## config.mk

```make
export PLATFORM = sky130hd
export DESIGN_NAME = aoc_analog_output_controller
export DESIGN_NICKNAME = d
export VERILOG_FILES = /design/src/shared/aoc_pkg.sv /design/src/rtl/aoc_fifo.sv /design/src/rtl/aoc_analog_output_controller.sv
export SDC_FILE = /design/constraint.sdc
export NUM_CORES = 1
export LEC_CHECK = 0
export BUFFER_PORTS_ARGS = -buffer_cell sky130_fd_sc_hd__buf_4
export CAP_MARGIN = 20
export CORE_MARGIN = 2
export CORE_UTILIZATION = 52
export CTS_BUF_LIST = sky130_fd_sc_hd__clkbuf_2 sky130_fd_sc_hd__clkbuf_4 sky130_fd_sc_hd__clkbuf_8
export DETAILED_ROUTE_END_ITERATION = 8
export PLACE_DENSITY = 0.78
export SLEW_MARGIN = 20
export SYNTH_ARGS = -nofsm -noshare
export SYNTH_HDL_FRONTEND = slang
export SYNTH_SLANG_ARGS = --single-unit
```

## constraint.sdc

```tcl
create_clock -name mclk -period 3.3 [get_ports mclk]
set_clock_uncertainty 0.15 [all_clocks]
set_input_delay 0.33 -clock mclk [delete_from_list [all_inputs] [get_ports mclk]]
set_output_delay 0.33 -clock mclk [all_outputs]
set_load 0.005 [all_outputs]
```

## src/shared/aoc_pkg.sv

```systemverilog
package aoc_pkg;

  // Channels and data layout
  localparam int          NCH          = 2;
  localparam int          DW           = 12;
  localparam int          ACR_W        = 10;
  localparam int          FIFO_DEPTH   = 4;
  localparam int          FIFO_AW      = 2;
  localparam int          TAG_LSB      = 12;

  // Conversion timing, in conversion-clock periods and peripheral clocks
  localparam int          CLK_DIV      = 2;
  localparam logic [4:0]  CONV_PERIODS = 5'h19;
  localparam int          EOC_LATE     = 2;

  // Start-up code to peripheral clock periods
  localparam logic [11:0] SU_STEP_LO   = 12'h008;
  localparam logic [11:0] SU_BASE_MID  = 12'h040;
  localparam logic [11:0] SU_STEP_MID  = 12'h010;
  localparam logic [11:0] SU_BASE_HI   = 12'h200;
  localparam logic [11:0] SU_STEP_HI   = 12'h040;
  localparam logic [5:0]  SU_CODE_MID  = 6'h04;
  localparam logic [5:0]  SU_CODE_HI   = 6'h08;

  // Register offsets reported on a protection violation
  localparam logic [7:0]  OFF_MR       = 8'h04;
  localparam logic [7:0]  OFF_CHER     = 8'h10;
  localparam logic [7:0]  OFF_CHDR     = 8'h14;
  localparam logic [7:0]  OFF_ACR      = 8'h94;

  // Trigger source codes
  localparam logic [2:0]  TRG_PIN      = 3'h0;
  localparam logic [2:0]  TRG_RESERVED = 3'h6;

  typedef enum logic [2:0] {
    ST_IDLE    = 3'h0,
    ST_STARTUP = 3'h1,
    ST_WAIT    = 3'h3,
    ST_CONVERT = 3'h2,
    ST_SETTLE  = 3'h6
  } aoc_state_e;

endpackage

```

## src/rtl/aoc_fifo.sv

```systemverilog
module aoc_fifo
  import aoc_pkg::*;
#(
  parameter int W     = 16,
  parameter int DEPTH = 4,
  parameter int AW    = 2
) (
  // Clock and reset
  input  wire logic          mclk,
  input  wire logic          rstn,
  // Fill side
  input  wire logic          push,
  input  wire logic [W-1:0]  push_data,
  // Drain side
  input  wire logic          pop,
  output logic      [W-1:0]  pop_data,
  // Level
  output logic      [AW:0]   count,
  output logic               full,
  output logic               empty
);

  typedef struct packed {
    logic [DEPTH-1:0][W-1:0] mem;
    logic [AW-1:0]           wr;
    logic [AW-1:0]           rd;
    logic [AW:0]             cnt;
  } aoc_fifo_s;

  aoc_fifo_s s;
  aoc_fifo_s next_s;
  logic      do_push;
  logic      do_pop;

  assign full     = (s.cnt == (AW+1)'(DEPTH));
  assign empty    = (s.cnt == '0);
  assign count    = s.cnt;
  assign pop_data = s.mem[s.rd];

  // Pointers wrap naturally, so DEPTH must be a power of two
  always_comb begin
    next_s  = s;
    do_push = push & ~full;
    do_pop  = pop & ~empty;
    if (do_push) begin
      next_s.mem[s.wr] = push_data;
      next_s.wr        = s.wr + AW'(1);
    end
    if (do_pop) begin
      next_s.rd = s.rd + AW'(1);
    end
    next_s.cnt = s.cnt + (AW+1)'(do_push) - (AW+1)'(do_pop);
  end

  always_ff @(posedge mclk) begin
    if (!rstn) begin
      s <= '0;
    end else begin
      s <= next_s;
    end
  end

endmodule // aoc_fifo

```

## src/rtl/aoc_analog_output_controller.sv

```systemverilog
module aoc_analog_output_controller
  import aoc_pkg::*;
(
  // Clock and reset
  input  wire logic                 mclk,
  input  wire logic                 rstn,
  // Mode register write
  input  wire logic                 mode_wr,
  input  wire logic                 mode_trigger_enable,
  input  wire logic [2:0]           mode_trigger_source_select,
  input  wire logic                 mode_word,
  input  wire logic [1:0]           mode_user_sel,
  input  wire logic                 mode_tag,
  input  wire logic                 mode_max_speed_mode,
  input  wire logic [5:0]           mode_startup,
  // Channel enable and disable
  input  wire logic                 chan_enable_wr,
  input  wire logic                 chan_disable_wr,
  input  wire logic [NCH-1:0]       chan_mask,
  // Analog current
  input  wire logic                 acr_wr,
  input  wire logic [ACR_W-1:0]     acr_wdata,
  // Conversion data
  input  wire logic                 cdr_wr,
  input  wire logic [31:0]          cdr_wdata,
  // Status reads
  input  wire logic                 isr_rd,
  input  wire logic                 wpsr_rd,
  // Protection and interrupt masks
  input  wire logic                 write_protect_enable,
  input  wire logic                 eoc_irq_en,
  input  wire logic                 transmit_ready_flag_irq_en,
  // Trigger sources
  input  wire logic                 external_trigger_pin,
  input  wire logic [2:0]           tio_trig,
  input  wire logic [1:0]           pwm_event,
  // Outputs
  output logic [NCH-1:0][DW-1:0]    analog_output_lines,
  output logic [NCH-1:0]            chan_status,
  output logic [ACR_W-1:0]          acr,
  output logic                      active,
  output logic                      transmit_ready_flag,
  output logic                      eoc,
  output logic                      protect_violation_flag,
  output logic [7:0]                protect_violation_source,
  output logic                      irq
);

  typedef struct packed {
    aoc_state_e               st;
    logic                     div;
    logic [11:0]              cnt;
    logic [5:0]               conv_cyc;
    logic [EOC_LATE-1:0]      eoc_pipe;
    logic                     pend;
    logic [15:0]              pend_data;
    logic [15:0]              item;
    logic                     s1;
    logic                     s2;
    logic                     s3;
    logic                     lvl;
    logic [2:0]               tio_prev;
    logic [1:0]               pwm_prev;
    logic                     trigger_enable;
    logic [2:0]               trigger_source_select;
    logic                     word;
    logic [1:0]               user_sel;
    logic                     tag;
    logic                     max_speed_mode;
    logic [5:0]               startup;
    logic [NCH-1:0]           chan_en;
    logic [ACR_W-1:0]         acr;
    logic [NCH-1:0][DW-1:0]   out;
    logic                     eoc;
    logic                     tx_ready;
    logic                     wp_flag;
    logic [7:0]               wp_src;
    logic                     irq;
    logic                     active;
  } aoc_state_s;

  aoc_state_s          s;
  aoc_state_s          next_s;
  logic                dac_en;
  logic [7:0]          rise;
  logic                trig_rise;
  logic                prot_wr;
  logic                viol;
  logic                push;
  logic [15:0]         push_data;
  logic                pop;
  logic                out_wr;
  logic [1:0]          sel;
  logic [FIFO_AW:0]    next_count;
  logic [FIFO_AW:0]    free;
  logic [FIFO_AW:0]    need;
  logic [15:0]         fifo_data;
  logic [FIFO_AW:0]    fifo_count;
  logic                fifo_full;
  logic                fifo_empty;

  function automatic logic [11:0] startup_cycles(input logic [5:0] code);
    logic [11:0] ext;
    ext = {6'h00, code};
    if (code < SU_CODE_MID) begin
      startup_cycles = ext * SU_STEP_LO;
    end else if (code < SU_CODE_HI) begin
      startup_cycles = SU_BASE_MID + (ext - 12'(SU_CODE_MID)) * SU_STEP_MID;
    end else begin
      startup_cycles = SU_BASE_HI + (ext - 12'(SU_CODE_HI)) * SU_STEP_HI;
    end
  endfunction

  aoc_fifo #(
    .W     (16),
    .DEPTH (FIFO_DEPTH),
    .AW    (FIFO_AW)
  ) aoc_fifo_inst (
    .mclk      (mclk),
    .rstn      (rstn),
    .push      (push),
    .push_data (push_data),
    .pop       (pop),
    .pop_data  (fifo_data),
    .count     (fifo_count),
    .full      (fifo_full),
    .empty     (fifo_empty)
  );

  always_comb begin
    next_s = s;
    // Divide by two: one enable every other peripheral clock
    dac_en     = s.div;
    next_s.div = ~s.div;

    // Pin trigger: a rising change counts once the second and third stages agree
    next_s.s1 = external_trigger_pin;
    next_s.s2 = s.s1;
    next_s.s3 = s.s2;
    if (s.s2 == s.s3) begin
      next_s.lvl = s.s3;
    end
    rise[0]         = (s.s2 == s.s3) & s.s3 & ~s.lvl;
    rise[3:1]       = tio_trig & ~s.tio_prev;
    rise[5:4]       = pwm_event & ~s.pwm_prev;
    rise[7:6]       = 2'h0;
    next_s.tio_prev = tio_trig;
    next_s.pwm_prev = pwm_event;
    // Reserved codes never fire
    trig_rise = rise[s.trigger_source_select];

    // Write protection
    prot_wr = mode_wr | chan_enable_wr | chan_disable_wr | acr_wr;
    viol    = write_protect_enable & prot_wr;
    if (viol) begin
      next_s.wp_flag = 1'b1;
      if (mode_wr) begin
        next_s.wp_src = OFF_MR;
      end else if (chan_enable_wr) begin
        next_s.wp_src = OFF_CHER;
      end else if (chan_disable_wr) begin
        next_s.wp_src = OFF_CHDR;
      end else begin
        next_s.wp_src = OFF_ACR;
      end
    end else if (wpsr_rd) begin
      next_s.wp_flag = 1'b0;
    end
    if (!write_protect_enable) begin
      if (mode_wr) begin
        next_s.trigger_enable    = mode_trigger_enable;
        next_s.trigger_source_select   = mode_trigger_source_select;
        next_s.word     = mode_word;
        next_s.user_sel = mode_user_sel;
        next_s.tag      = mode_tag;
        next_s.max_speed_mode     = mode_max_speed_mode;
        next_s.startup  = mode_startup;
      end
      if (chan_enable_wr) begin
        next_s.chan_en = next_s.chan_en | chan_mask;
      end
      // Disable wins when both strike the same channel
      if (chan_disable_wr) begin
        next_s.chan_en = next_s.chan_en & ~chan_mask;
      end
      if (acr_wr) begin
        next_s.acr = acr_wdata;
      end
    end

    // Data entry: a word write parks its high half for one cycle
    push        = s.pend | (cdr_wr & ~s.pend);
    push_data   = s.pend ? s.pend_data : cdr_wdata[15:0];
    next_s.pend = 1'b0;
    if (cdr_wr && !s.pend && s.word) begin
      next_s.pend      = 1'b1;
      next_s.pend_data = cdr_wdata[31:16];
    end

    // Conversion engine
    pop             = 1'b0;
    out_wr          = 1'b0;
    sel             = s.tag ? s.item[TAG_LSB+1:TAG_LSB] : s.user_sel;
    next_s.eoc_pipe = {s.eoc_pipe[EOC_LATE-2:0], 1'b0};
    if (s.st == ST_CONVERT) begin
      next_s.conv_cyc = s.conv_cyc + 6'h01;
    end
    unique case (s.st)
      ST_IDLE: begin
        if (s.chan_en != '0 && !fifo_empty) begin
          next_s.st     = ST_STARTUP;
          next_s.cnt    = startup_cycles(s.startup);
          next_s.active = 1'b1;
        end
      end
      ST_STARTUP: begin
        if (s.cnt == '0) begin
          next_s.st = ST_WAIT;
        end else begin
          next_s.cnt = s.cnt - 12'h001;
        end
      end
      ST_WAIT: begin
        // Trigger enable is read live, so clearing it releases a waiting item
        if (s.chan_en != '0 && !fifo_empty && (!s.trigger_enable || trig_rise)) begin
          pop             = 1'b1;
          next_s.item     = fifo_data;
          next_s.cnt      = '0;
          next_s.conv_cyc = '0;
          next_s.st       = ST_CONVERT;
        end
      end
      ST_CONVERT: begin
        if (dac_en) begin
          if (s.cnt == 12'(CONV_PERIODS - 5'h01)) begin
            out_wr             = 1'b1;
            next_s.eoc_pipe[0] = 1'b1;
            // Max speed skips the end-of-cycle wait
            next_s.st          = s.max_speed_mode ? ST_WAIT : ST_SETTLE;
          end else begin
            next_s.cnt = s.cnt + 12'h001;
          end
        end
      end
      ST_SETTLE: begin
        if (s.eoc_pipe[EOC_LATE-1]) begin
          next_s.st = ST_WAIT;
        end
      end
      default: begin
        next_s.st = ST_IDLE;
      end
    endcase
    // Tag codes beyond the channel count convert but drive nothing
    if (out_wr && sel < 2'(NCH)) begin
      next_s.out[sel[0]] = s.item[DW-1:0];
    end
    if (s.chan_en == '0) begin
      next_s.st     = ST_IDLE;
      next_s.active = 1'b0;
    end

    // End of conversion: set wins over the clearing read
    if (s.eoc_pipe[EOC_LATE-1]) begin
      next_s.eoc = 1'b1;
    end else if (isr_rd) begin
      next_s.eoc = 1'b0;
    end

    // Ready is registered from next occupancy so it never lags a fill
    next_count = fifo_count + (FIFO_AW+1)'(push & ~fifo_full) - (FIFO_AW+1)'(pop);
    free       = (FIFO_AW+1)'(FIFO_DEPTH) - next_count;
    need       = next_s.word ? (FIFO_AW+1)'(2) : (FIFO_AW+1)'(1);
    next_s.tx_ready = !next_s.pend && next_s.chan_en != '0 && free >= need;
    next_s.irq = (next_s.eoc & eoc_irq_en) | (next_s.tx_ready & transmit_ready_flag_irq_en);
  end

  always_ff @(posedge mclk) begin
    if (!rstn) begin
      s <= '0;
    end else begin
      s <= next_s;
    end
  end

  assign analog_output_lines      = s.out;
  assign chan_status              = s.chan_en;
  assign acr                      = s.acr;
  assign active                   = s.active;
  assign transmit_ready_flag      = s.tx_ready;
  assign eoc                      = s.eoc;
  assign protect_violation_flag   = s.wp_flag;
  assign protect_violation_source = s.wp_src;
  assign irq                      = s.irq;

  a_conv_length: assert property (@(posedge mclk) disable iff (!rstn)
    out_wr |-> (s.conv_cyc == 6'd48 || s.conv_cyc == 6'd49))
    else $error("conversion length not 25 conversion periods");

  a_eoc_follows: assert property (@(posedge mclk) disable iff (!rstn)
    out_wr |-> ##3 s.eoc)
    else $error("end flag missing after conversion");

  a_eoc_clear: assert property (@(posedge mclk) disable iff (!rstn)
    (isr_rd && !s.eoc_pipe[1]) |=> !s.eoc)
    else $error("status read did not clear end flag");

  a_idle_no_chan: assert property (@(posedge mclk) disable iff (!rstn)
    (s.chan_en == '0) |=> (s.st == ST_IDLE && !s.active))
    else $error("controller active with no channel");

  a_free_start: assert property (@(posedge mclk) disable iff (!rstn)
    (s.st == ST_WAIT && !s.trigger_enable && !fifo_empty && s.chan_en != '0) |=> s.st == ST_CONVERT)
    else $error("free-running conversion did not start");

  a_trig_wait: assert property (@(posedge mclk) disable iff (!rstn)
    (s.st == ST_WAIT && s.trigger_enable && !trig_rise) |=> s.st != ST_CONVERT)
    else $error("conversion started without trigger edge");

  a_ready_full: assert property (@(posedge mclk) disable iff (!rstn)
    (fifo_full || s.pend) |-> !s.tx_ready)
    else $error("ready flag high while unable to accept");

  a_half_push: assert property (@(posedge mclk) disable iff (!rstn)
    (cdr_wr && !s.word && s.tx_ready) |-> (push && push_data == cdr_wdata[15:0]) ##1 !s.pend)
    else $error("half-word write pushed wrong data");

  a_word_push: assert property (@(posedge mclk) disable iff (!rstn)
    (cdr_wr && s.word && s.tx_ready) |=> (push && push_data == $past(cdr_wdata[31:16])))
    else $error("word write high half not pushed next");

  a_wp_block: assert property (@(posedge mclk) disable iff (!rstn)
    (write_protect_enable && mode_wr) |=>
      (s.wp_flag && s.wp_src == OFF_MR && s.trigger_enable == $past(s.trigger_enable)))
    else $error("protected mode write not blocked");

  a_wp_clear: assert property (@(posedge mclk) disable iff (!rstn)
    (wpsr_rd && !viol) |=> !s.wp_flag)
    else $error("violation flag not cleared by read");

  c_word_write: cover property (@(posedge mclk) disable iff (!rstn)
    cdr_wr && s.word && s.tx_ready);
  c_trig_conv: cover property (@(posedge mclk) disable iff (!rstn)
    s.st == ST_WAIT && s.trigger_enable && pop);
  c_max_speed: cover property (@(posedge mclk) disable iff (!rstn)
    out_wr && s.max_speed_mode ##1 pop);
  c_violation: cover property (@(posedge mclk) disable iff (!rstn)
    viol && wpsr_rd);

endmodule // aoc_analog_output_controller

```

======== Word-level counts from Yosys, hierarchy flattened ========
Index checks and enable logic that the tools add are counted.
Widths: inputs -> output; s select.
storage, ports and cells
  register bits ........................... 199
  word-level logic and storage cells ...... 185
  bits of input ports ..................... 77
cells by class
  $add $sub $neg .......................... 14
  mux-type cells .......................... 50
  reductions and logical operators ........ 29
  $lt $le $gt $ge ......................... 10
  equality and inequality tests ........... 15
  bitwise operators ....................... 29
operators with widths
  kind                    number
  $mux 12                 7
  $bwmux 64               1
  $pmux 12 s4             1
  $bmux 16 s2             1
  $demux 16 s2            1
  $mux 16                 2
  $bwmux 24               1
  $mux 8                  3
  $mux 23                 1
  $mux 3                  7
  $mux 18                 1
  $mux 17                 1
  $pmux 3 s5              1
  $mux 14                 1
  $ne 2x2->1 const B      7
  $add 10x12->12 const A  1
  $add 12x1->12 const B   1
  $add 8x11->12 const A   1
  $demux 12 s1            1
  $eq 12x5->1 const B     1
  $logic_not 12->1        1
  $mux 6                  2
  $reduce_and 6->1        2
  $sub 12x1->12 const B   1
  46 further kinds        100

======== Depth between registers and ports, before layout ========
Gate-level depths: netlist (run 1).
  depth in word-level cells ............... 15
  gate-level depth with buffers ........... 15
  depth with buffers taken out ............ 14

======== By module ========
A second synthesis (run 1) with hierarchy kept.
second synthesis, totals
  cell total of the unflattened synthesis .. 948
  area total of the unflattened synthesis .. 8,943.6 µm²
by module, submodules not included
  module                        cells each  times used  area an instance (µm²)
  aoc_analog_output_controller  653         1           5,791.8
  aoc_fifo                      295         1           3,151.8

======== Least setup slack after synthesis (run 1) ========
No wires, ideal clock.
  path kind ............................... register to register
  from .................................... register s[60] in the netlist's numbering
  to ...................................... register s, in the netlist irq
  period minus slack after synthesis ...... 3.057 ns
  data required time ...................... 3.033 ns
  stages on the path, launching flop included .. 14
  setup time .............................. 0.117 ns
  data arrival time ....................... 2.790 ns
  slack ................................... 0.243 ns
  buffers on the path ..................... 1
  path through ............................ dfxtp_1 -> o311a_1 -> o311ai_1 -> nand3_1 -> clkbuf_1 -> fa_1 -> inv_1 -> ha_1 -> ha_1 -> o21ai_0 -> nand2_1 -> o21ai_0 -> a21oi_1 -> a22o_1
between the ends
  longest elaborated chain between the ends .. 12
RTL lines
  item                          RTL line                             RTL
  from (decl)                   aoc_analog_output_controller.sv:82   aoc_state_s s;
  from (signal assigned)        aoc_analog_output_controller.sv:282  s <= next_s;
  $bmux 1 s3                    aoc_analog_output_controller.sv:150  trig_rise = rise[s.trigger_source_select];
  $mux 1 (implied by the code)  aoc_analog_output_controller.sv:150
  $logic_or 1x1->1              aoc_analog_output_controller.sv:225  if (s.chan_en != '0 && !fifo_empty && (!s.trigger_enable || trig_rise)) begin
  $logic_and 1x1->1             aoc_analog_output_controller.sv:225
  $mux 1                        aoc_analog_output_controller.sv:225
  $mux 1                        aoc_analog_output_controller.sv:208  unique case (s.st)
  $sub 3x1->3                   aoc_analog_output_controller.sv:271  next_count = fifo_count + (FIFO_AW+1)'(push & ~fifo_full) - (FIFO_AW+1)'(pop);
  $sub 3x3->3                   aoc_analog_output_controller.sv:272  free = (FIFO_AW+1)'(FIFO_DEPTH) - next_count;
  $ge 3x2->1                    aoc_analog_output_controller.sv:274  next_s.tx_ready = !next_s.pend && next_s.chan_en != '0 && free >= need;
  $logic_and 1x1->1             aoc_analog_output_controller.sv:274
  $and 1x1->1                   aoc_analog_output_controller.sv:275  next_s.irq = (next_s.eoc & eoc_irq_en) | (next_s.tx_ready & transmit_ready_flag_irq_en);
  $or 1x1->1                    aoc_analog_output_controller.sv:275
Every way passes these cells. The select of a mux whose other input is x is not followed.
A chain may end at the register's enable or synchronous reset.

======== Worst setup path in the final report (run 1) ========
  from .................................... input pwm_event[0]
  to ...................................... register s, in the netlist irq
between the ends
  longest elaborated chain between the ends .. 13
RTL lines
  item                          RTL line                             RTL
  from (decl)                   aoc_analog_output_controller.sv:36   input wire logic [1:0] pwm_event,
  $and 2x2->2                   aoc_analog_output_controller.sv:145  rise[5:4] = pwm_event & ~s.pwm_prev;
  $bmux 1 s3                    aoc_analog_output_controller.sv:150
  $mux 1 (implied by the code)  aoc_analog_output_controller.sv:150
  $logic_or 1x1->1              aoc_analog_output_controller.sv:225
  $logic_and 1x1->1             aoc_analog_output_controller.sv:225
  $mux 1                        aoc_analog_output_controller.sv:225
  $mux 1                        aoc_analog_output_controller.sv:208
  $sub 3x1->3                   aoc_analog_output_controller.sv:271
  $sub 3x3->3                   aoc_analog_output_controller.sv:272
  $ge 3x2->1                    aoc_analog_output_controller.sv:274
  $logic_and 1x1->1             aoc_analog_output_controller.sv:274
  $and 1x1->1                   aoc_analog_output_controller.sv:275
  $or 1x1->1                    aoc_analog_output_controller.sv:275
Every way passes these cells. The select of a mux whose other input is x is not followed.

==> metrics.md, run 1 <==
| Metric | Value |
|---|---|
| Total power | `4.86 mW` |
| Final period util | `0.963` |
| Rows | `between 40 and 50` |
| Final Wtd Congestion | `0.898` |
| Setup bufs post-CTS | `0` |
| Synth Flop Type | `dfxtp_1` |
| GR Util All Layers | `0.225` |
| RSZ-0062 raised after global routing | `no` |
| Top Family by Delay on Critical Path | `compound AO/OA/AOI/OAI gates` |
| Maximum VDD drop | `0.296 mV` |
| Max-Cap Viols | `0` |
| Number of synthesized flops with an enable pin | `0` |
| # setup viols final | `0` |
| Initial DRC count | `450` |
| Worst path arrival time | `3390 ps` |
| Filler cells | `1331` |
| Antenna-violating nets left | `0` |
| Final Cell Area | `9930 um2` |
| Yosys warns | `0` |
| Final Hold Viols | `0` |
| Critical Path Fanout Max | `2` |
| Worst Tran Pin Value | `777 ps` |
| TritonCTS Sinks | `178` |
| Top cell type's share of synthesized area | `0.428` |
| CTS tree | `yes` |
| Routing usage on met3 | `0.0493` |
| Residual DRC | `0` |
| Count leader, synth | `dfxtp_1` |
| Remaining Overflow, GRT | `0` |
| DR vias/cell | `roughly 5.4` |
| # nets final | `1127` |
| R2R Setup Slk | `about 160 ps` |
| Dpl hpwl | `12600 um` |
| Static Leak | `3.81 nW` |
| First-pass GRT wire length | `approximately 30000 um` |
| Root Driver | `clkbuf_8` |
| Vias in the first global route | `6493` |
| Cell variety after synth | `65` |
| Area of the multi-input gates | `4070 um2` |
| WL final | `18700 um` |
| Crit path buffers/inverters | `5` |
| Synth area leader | `dfxtp_1` |
| Core Area | `15800 um2` |
| Power Dens Cells | `489 nW/um2` |
| Die width | `130 um` |
| Hold Crit Class | `input pin to flop` |
| Antenna violations before repair | `0` |
| First drt pass iteration count | `5` |
| Largest net degree at the start of global routing | `between 80 and 90` |
| Sequential fraction of the synthesis area | `0.428` |
| Critical Path End Type | `flop` |
| Post-layout minimum cycle time | `about 3200 ps` |
| Final Max Slew Viols | `0` |
| Area contributors post-synth | `dfxtp_1 (43%), a211oi_1 (6.0%), nor2_1 (5.1%), mux2i_1 (5.1%), buf_4 (4.0%)` |
| M1 GR Usage | `0.283` |
| Synthesized netlist cell count | `916` |
| Crit-path max cell delay | `approximately 530 ps` |
| Status | `completed` |
| Most Crowded Layer GR | `met2` |
| Clock transition at path regs | `roughly 90 ps` |
| Area grow syn2layout | `19.4%` |
| Share of cells above drive strength 1 | `0.189` |
| Worst EP required | `3510 ps` |
| Synth async-reset ratio | `0` |
| Initial Util | `0.527` |
| Syn Area/Cell | `slightly above 9 um2` |
| Worst-skew pair later-pin latency | `460 ps` |
| CTS Buf Count | `17` |
| CTS max path bufs | `2` |
| Post-synth top cells | `dfxtp_1 (178), nor2_1 (113), nand2_1 (83)` |
| Slew HR | `0.482` |
| Storage cell area | `around 3600 um2` |
| CP Cell Sequence | `dlygate4sd3_1, buf_4, inv_1, o311a_1, o311ai_2, buf_4, nand3_1, fa_1, inv_1, ha_1, ha_1, o21ai_0, nand2_1, o21ai_0, a21oi_1, a22o_1` |
| Startpoint types | `input pin` |
| Met2 Use GR | `0.384` |
| Ant diodes | `0` |
| # IOs | `about 130` |
| Drt wl/cell | `14.9 um` |
| Crit Path Category | `input pin to flop` |
| Routed vias | `between 6000 and 7000` |
| Placed Instance Area | `9040 um2` |
| Peak Freq | `315 MHz` |
| IO buf count | `around 120` |
| Crit-path slowest cell | `dlygate4sd3_1` |
| H-tree depth reported by CTS | `4` |
| Mapped Area | `8320 um2` |
| Die H | `130 um` |
| #FFs+latches synth | `178` |
| Setup TNS | `0 ps` |
| DIE AREA | `roughly 17000 um2` |
-- worst min-delay path, delay by kind of cell --
family / cells / cell delay, ps
AO/OA/AOI/OAI: 1 / 50
buffers and inverters: 2 / 150
AND/OR/NAND/NOR: 1 / 70
-- per-stage QoR --
step | hold WS [ps] | utilization | setup slack [ps] | std cells
after floorplan | 257 | - | 243 | 920
after global placement | 266 | 0.573 | 109 | 1170
after detailed placement | 278 | 0.573 | 93.2 | 1170
after CTS | 12.4 | 0.629 | 38.3 | 1252
after global routing | 25.7 | 0.630 | 2.93 | 1252
final | 37.7 | 0.630 | 121 | 1252
-- timing repair --
item,4_1_cts,5_1_grt
resized for setup,0,5
hold endpoints to repair,49,0
hold buffers,50,0
endpoints found under the setup margin,0,2
-- power by group --
part	switching (mW)	internal (mW)
Clock	0.806	0.617
Sequential	0.105	2.31
Combinational	0.529	0.496
Total	1.44	3.42
-- cells in the final DEF, fill, tap and decap left out, types with 13 or more instances in the layout --
master	count
dfxtp_1	177
buf_4	137
nor2_1	113
nand2_1	83
a211oi_1	66
a21oi_1	57
dlygate4sd3_1	50
mux2i_1	42
o21ai_0	35
inv_1	28
ha_1	24
nand3_1	22
clkbuf_8	17
a22o_1	15
mux4_2	14
and2_1	13
-- per-layer routing --
metal  vias up  share of wire
met5         -              0
met4         0          0.022
met3        33          0.045
met2       185           0.48
met1      3176           0.45
li1       3404              -
-- kinds of logic (layout without fill, tap and decap cells) --
group,after synthesis,count (layout),share of synthesized area
fa+ha+maj,27,27,0.0433
mux,56,56,0.0884
compound gates,223,223,0.177
flops,178,178,0.428
simple gates,284,284,0.161
other cells,1,5,0.000451
buf+inv,133,249,0.0866
xor+xnor,14,14,0.0147
-- flip-flops by register name (all words and copies together) (netlist names), named ones only --
register                  count
active                        1
chan_status                   2
aoc_fifo_inst.s              60
aoc_fifo_inst.count           3
protect_violation_flag        1
protect_violation_source      3
irq                           1
next_s                        3
s                            66
acr                          10
dac_en                        1
eoc                           1
transmit_ready_flag           1
analog_output_lines          24
-- path summary, 6_finish.rpt --
kind,from,to,cells past startpoint
setup / recovery,pwm_event[0],irq,16
hold / removal,wpsr_rd,protect_violation_flag,4
setup reg to reg,s[70],irq,15
hold reg to reg,dac_en,dac_en,1
-- cell type report --
type	instances	share of cell area
Multi-Input combinational cell	609	0.409
Sequential cell	178	0.359
Timing Repair Buffer	188	0.156
Tap cell	216	0.0272
Clock buffer	18	0.0243
Clock inverter	14	0.0130
Inverter	29	0.0112
(Power assumes the default switching activity.)
==> run 2: changes to the inputs <==
==> constraint.sdc (replaced) <==
create_clock -name mclk -period 4.09 [get_ports mclk]
set_clock_uncertainty 0.15 [all_clocks]
set_input_delay 0.409 -clock mclk [delete_from_list [all_inputs] [get_ports mclk]]
set_output_delay 0.409 -clock mclk [all_outputs]
set_load 0.005 [all_outputs]
==> metrics.md, run 2 (synthesized netlist as in run 1, its figures left out) <==
| Metric | Value |
|---|---|
| CTS Buf Count | `17 (unchanged)` |
| Root Driver | `clkbuf_8` |
| Hold Path Depth | `3 (-1)` |
| First drt pass iteration count | `5 (unchanged)` |
| Switching part of the total | `0.301 (+0.00447)` |
| Comb pwr share | `0.202 (-0.009)` |
| Initial Util | `0.527 (unchanged)` |
| Internal cell power | `2.75 mW (-20%)` |
| Top Family by Delay on Critical Path | `buffers and inverters` |
| Net switching power | `1.18 mW (-18%)` |
| Critical Path End Type | `flop` |
| DIE AREA | `17000 um2 (unchanged)` |
| CP Cell Sequence | `dlygate4sd3_1, buf_4, nand3b_1, o311a_1, o311ai_1, nand3_1, fa_1, inv_1, ha_1, ha_1, o21ai_0, nand2_1, o21ai_0, a21oi_1, a22o_1, dlygate4sd3_1` |
| Residual DRC | `0 (unchanged)` |
| FF-to-FF path depth | `13 (-2)` |
| GR Util All Layers | `0.218 (-0.00704)` |
| WL final | `18100 um (-3.1%)` |
| Crit Path Category | `input pin to flop` |
| # nets final | `1083 (-3.9%)` |
| Largest Register | `s` |
| Status | `completed` |
| CTS tree | `yes` |
| Final Wtd Congestion | `0.901 (+0.32%)` |
| Crit path buffers/inverters | `4 (-1)` |
| Crit-path max cell delay | `550 ps (+20 ps)` |
| Area grow syn2layout | `14.5%` |
| Worst path arrival time | `4090 ps (+700 ps)` |
| Final period util | `0.951` |
| Clock transition at path regs | `100 ps (about the same)` |
| Routed vias | `6601 (-2.9%)` |
| Slew HR | `0.285 (-0.197)` |
| Crit. path cell count | `16 (unchanged)` |
| H-tree depth reported by CTS | `4 (unchanged)` |
| Die H | `130 um (unchanged)` |
| Worst EP required | `4290 ps (+780 ps)` |
| Dpl hpwl | `12400 um (-1.3%)` |
| Vias in the first global route | `6335 (-2.4%)` |
| Setup TNS | `0 ps (unchanged)` |
| Worst-skew pair later-pin latency | `460 ps (about the same)` |
| Reg power frac | `0.495 (about the same)` |
| Die width | `130 um (unchanged)` |
| Startpoint types | `input pin` |
| TritonCTS Sinks | `178 (unchanged)` |
| Largest net degree at the start of global routing | `71 (-12%)` |
| Clk pwr share | `0.303 (+0.010)` |
| Static Leak | `3.61 nW (-5.4%)` |
| Critical Path Fanout Max | `2 (unchanged)` |
| Most frequent cells in the layout | `dfxtp_1 (178), buf_4 (122), nor2_1 (113), nand2_1 (83), a211oi_1 (66)` |
| Peak Freq | `257 MHz` |
| # IOs | `126 (unchanged)` |
| Remaining Overflow, GRT | `0 (unchanged)` |
| Max reg flops | `66 (unchanged)` |
| Worst hold slack | `41.5 ps (+3.82 ps)` |
| Rows | `46 (unchanged)` |
| Share of cells above drive strength 1 | `0.177 (-0.0118)` |
| Antenna-violating nets left | `0 (unchanged)` |
| Final Hold Viols | `0 (unchanged)` |
| First-pass GRT wire length | `30000 um (-1.7%)` |
| CTS max path bufs | `2 (unchanged)` |
| Drt wl/cell | `15.0 um (+0.41%)` |
| Worst Tran Pin Value | `1070 ps (+295 ps)` |
| Hold Crit Class | `input pin to flop` |
| IO buf count | `116 (unchanged)` |
| Ant diodes | `0 (unchanged)` |
| # setup viols final | `0 (unchanged)` |
| Antenna violations before repair | `0 (unchanged)` |
| RSZ-0062 raised after global routing | `no` |
| Initial DRC count | `407 (-9.6%)` |
| Crit-path slowest cell | `o311ai_1` |
| Final Max Slew Viols | `0 (unchanged)` |
| Maximum VDD drop | `0.253 mV (-15%)` |
| Post-layout minimum cycle time | `3890 ps` |
| Core Area | `15800 um2 (unchanged)` |
| Power Dens Cells | `413 nW/um2 (-16%)` |
| Max-Cap Viols | `0 (unchanged)` |
| Commonest non-fill, non-tap cell in the layout | `dfxtp_1` |
| DR vias/cell | `5.46 (+0.64%)` |
## run 2: path summary, 6_finish.rpt
| path | slack, ps | from | end |
|---|---|---|---|
| worst max-delay path | 200 | pwm_event[1] | irq |
| worst min-delay path | 40 | pwm_event[0] | s[64] |
| worst max register to register | 230 | s[60] | irq |
| worst min register to register | 290 | next_s[107] | s[107] |
## run 2: through the flow
stage	power (mW)	setup WS, ps	util	cell area (um2)	std cells
floorplan	2.56	998	-	8330	920
global placement	2.73	635	0.565	8910	1154
detailed placement	2.75	606	0.565	8910	1154
CTS	3.95	191	0.604	9530	1208
global route	4.14	13.7	0.604	9530	1208
finish	3.93	201	0.604	9530	1208
## run 2: final cells by class
cell class	instances	area, um2
Clock buffer	18	248
Sequential cell	178	3560
Tap cell	216	270
Timing Repair Buffer	144	1140
Inverter	29	111
Clock inverter	14	149
Multi-Input combinational cell	609	4050
Fill cell	1402	6240
## run 2: routing by layer
layer / part of all wire / up-vias / GRT usage
li1: - / 3326 / -
met1: 0.47 / 3114 / 0.286
met2: 0.48 / 138 / 0.367
met3: 0.034 / 23 / 0.0371
met4: 0.017 / 0 / 0.0770
met5: 0 / - / 0
## run 2: timing repair
| item | CTS | global route |
|---|---|---|
| setup endpoints to repair | 0 | 0 |
| hold buffers | 22 | 0 |
| endpoints found under the hold margin | 21 | 0 |
| resized for setup | 0 | 0 |
| buffers inserted | 0 | 0 |
## run 2: power groups by stage
| stage | combinational [mW] | clock, mW | sequential [mW] |
|---|---|---|---|
| floorplan | 0.603 | 0 | 1.96 |
| global placement | 0.747 | 0 | 1.98 |
| detailed placement | 0.764 | 0 | 1.98 |
| CTS | 0.793 | 1.21 | 1.94 |
| global route | 0.893 | 1.28 | 1.96 |
| finish | 0.795 | 1.19 | 1.95 |
## run 2: worst reg2reg max path, stage by stage (launching register included)
cell and delay (ps):
dfxtp_1 380, o311a_1 390, o311ai_1 550, nand3_1 230
fa_1 400, inv_1 60, ha_1 220, ha_1 280
o21ai_0 80, nand2_1 60, o21ai_0 160, a21oi_1 80
a22o_1 180, dlygate4sd3_1 540
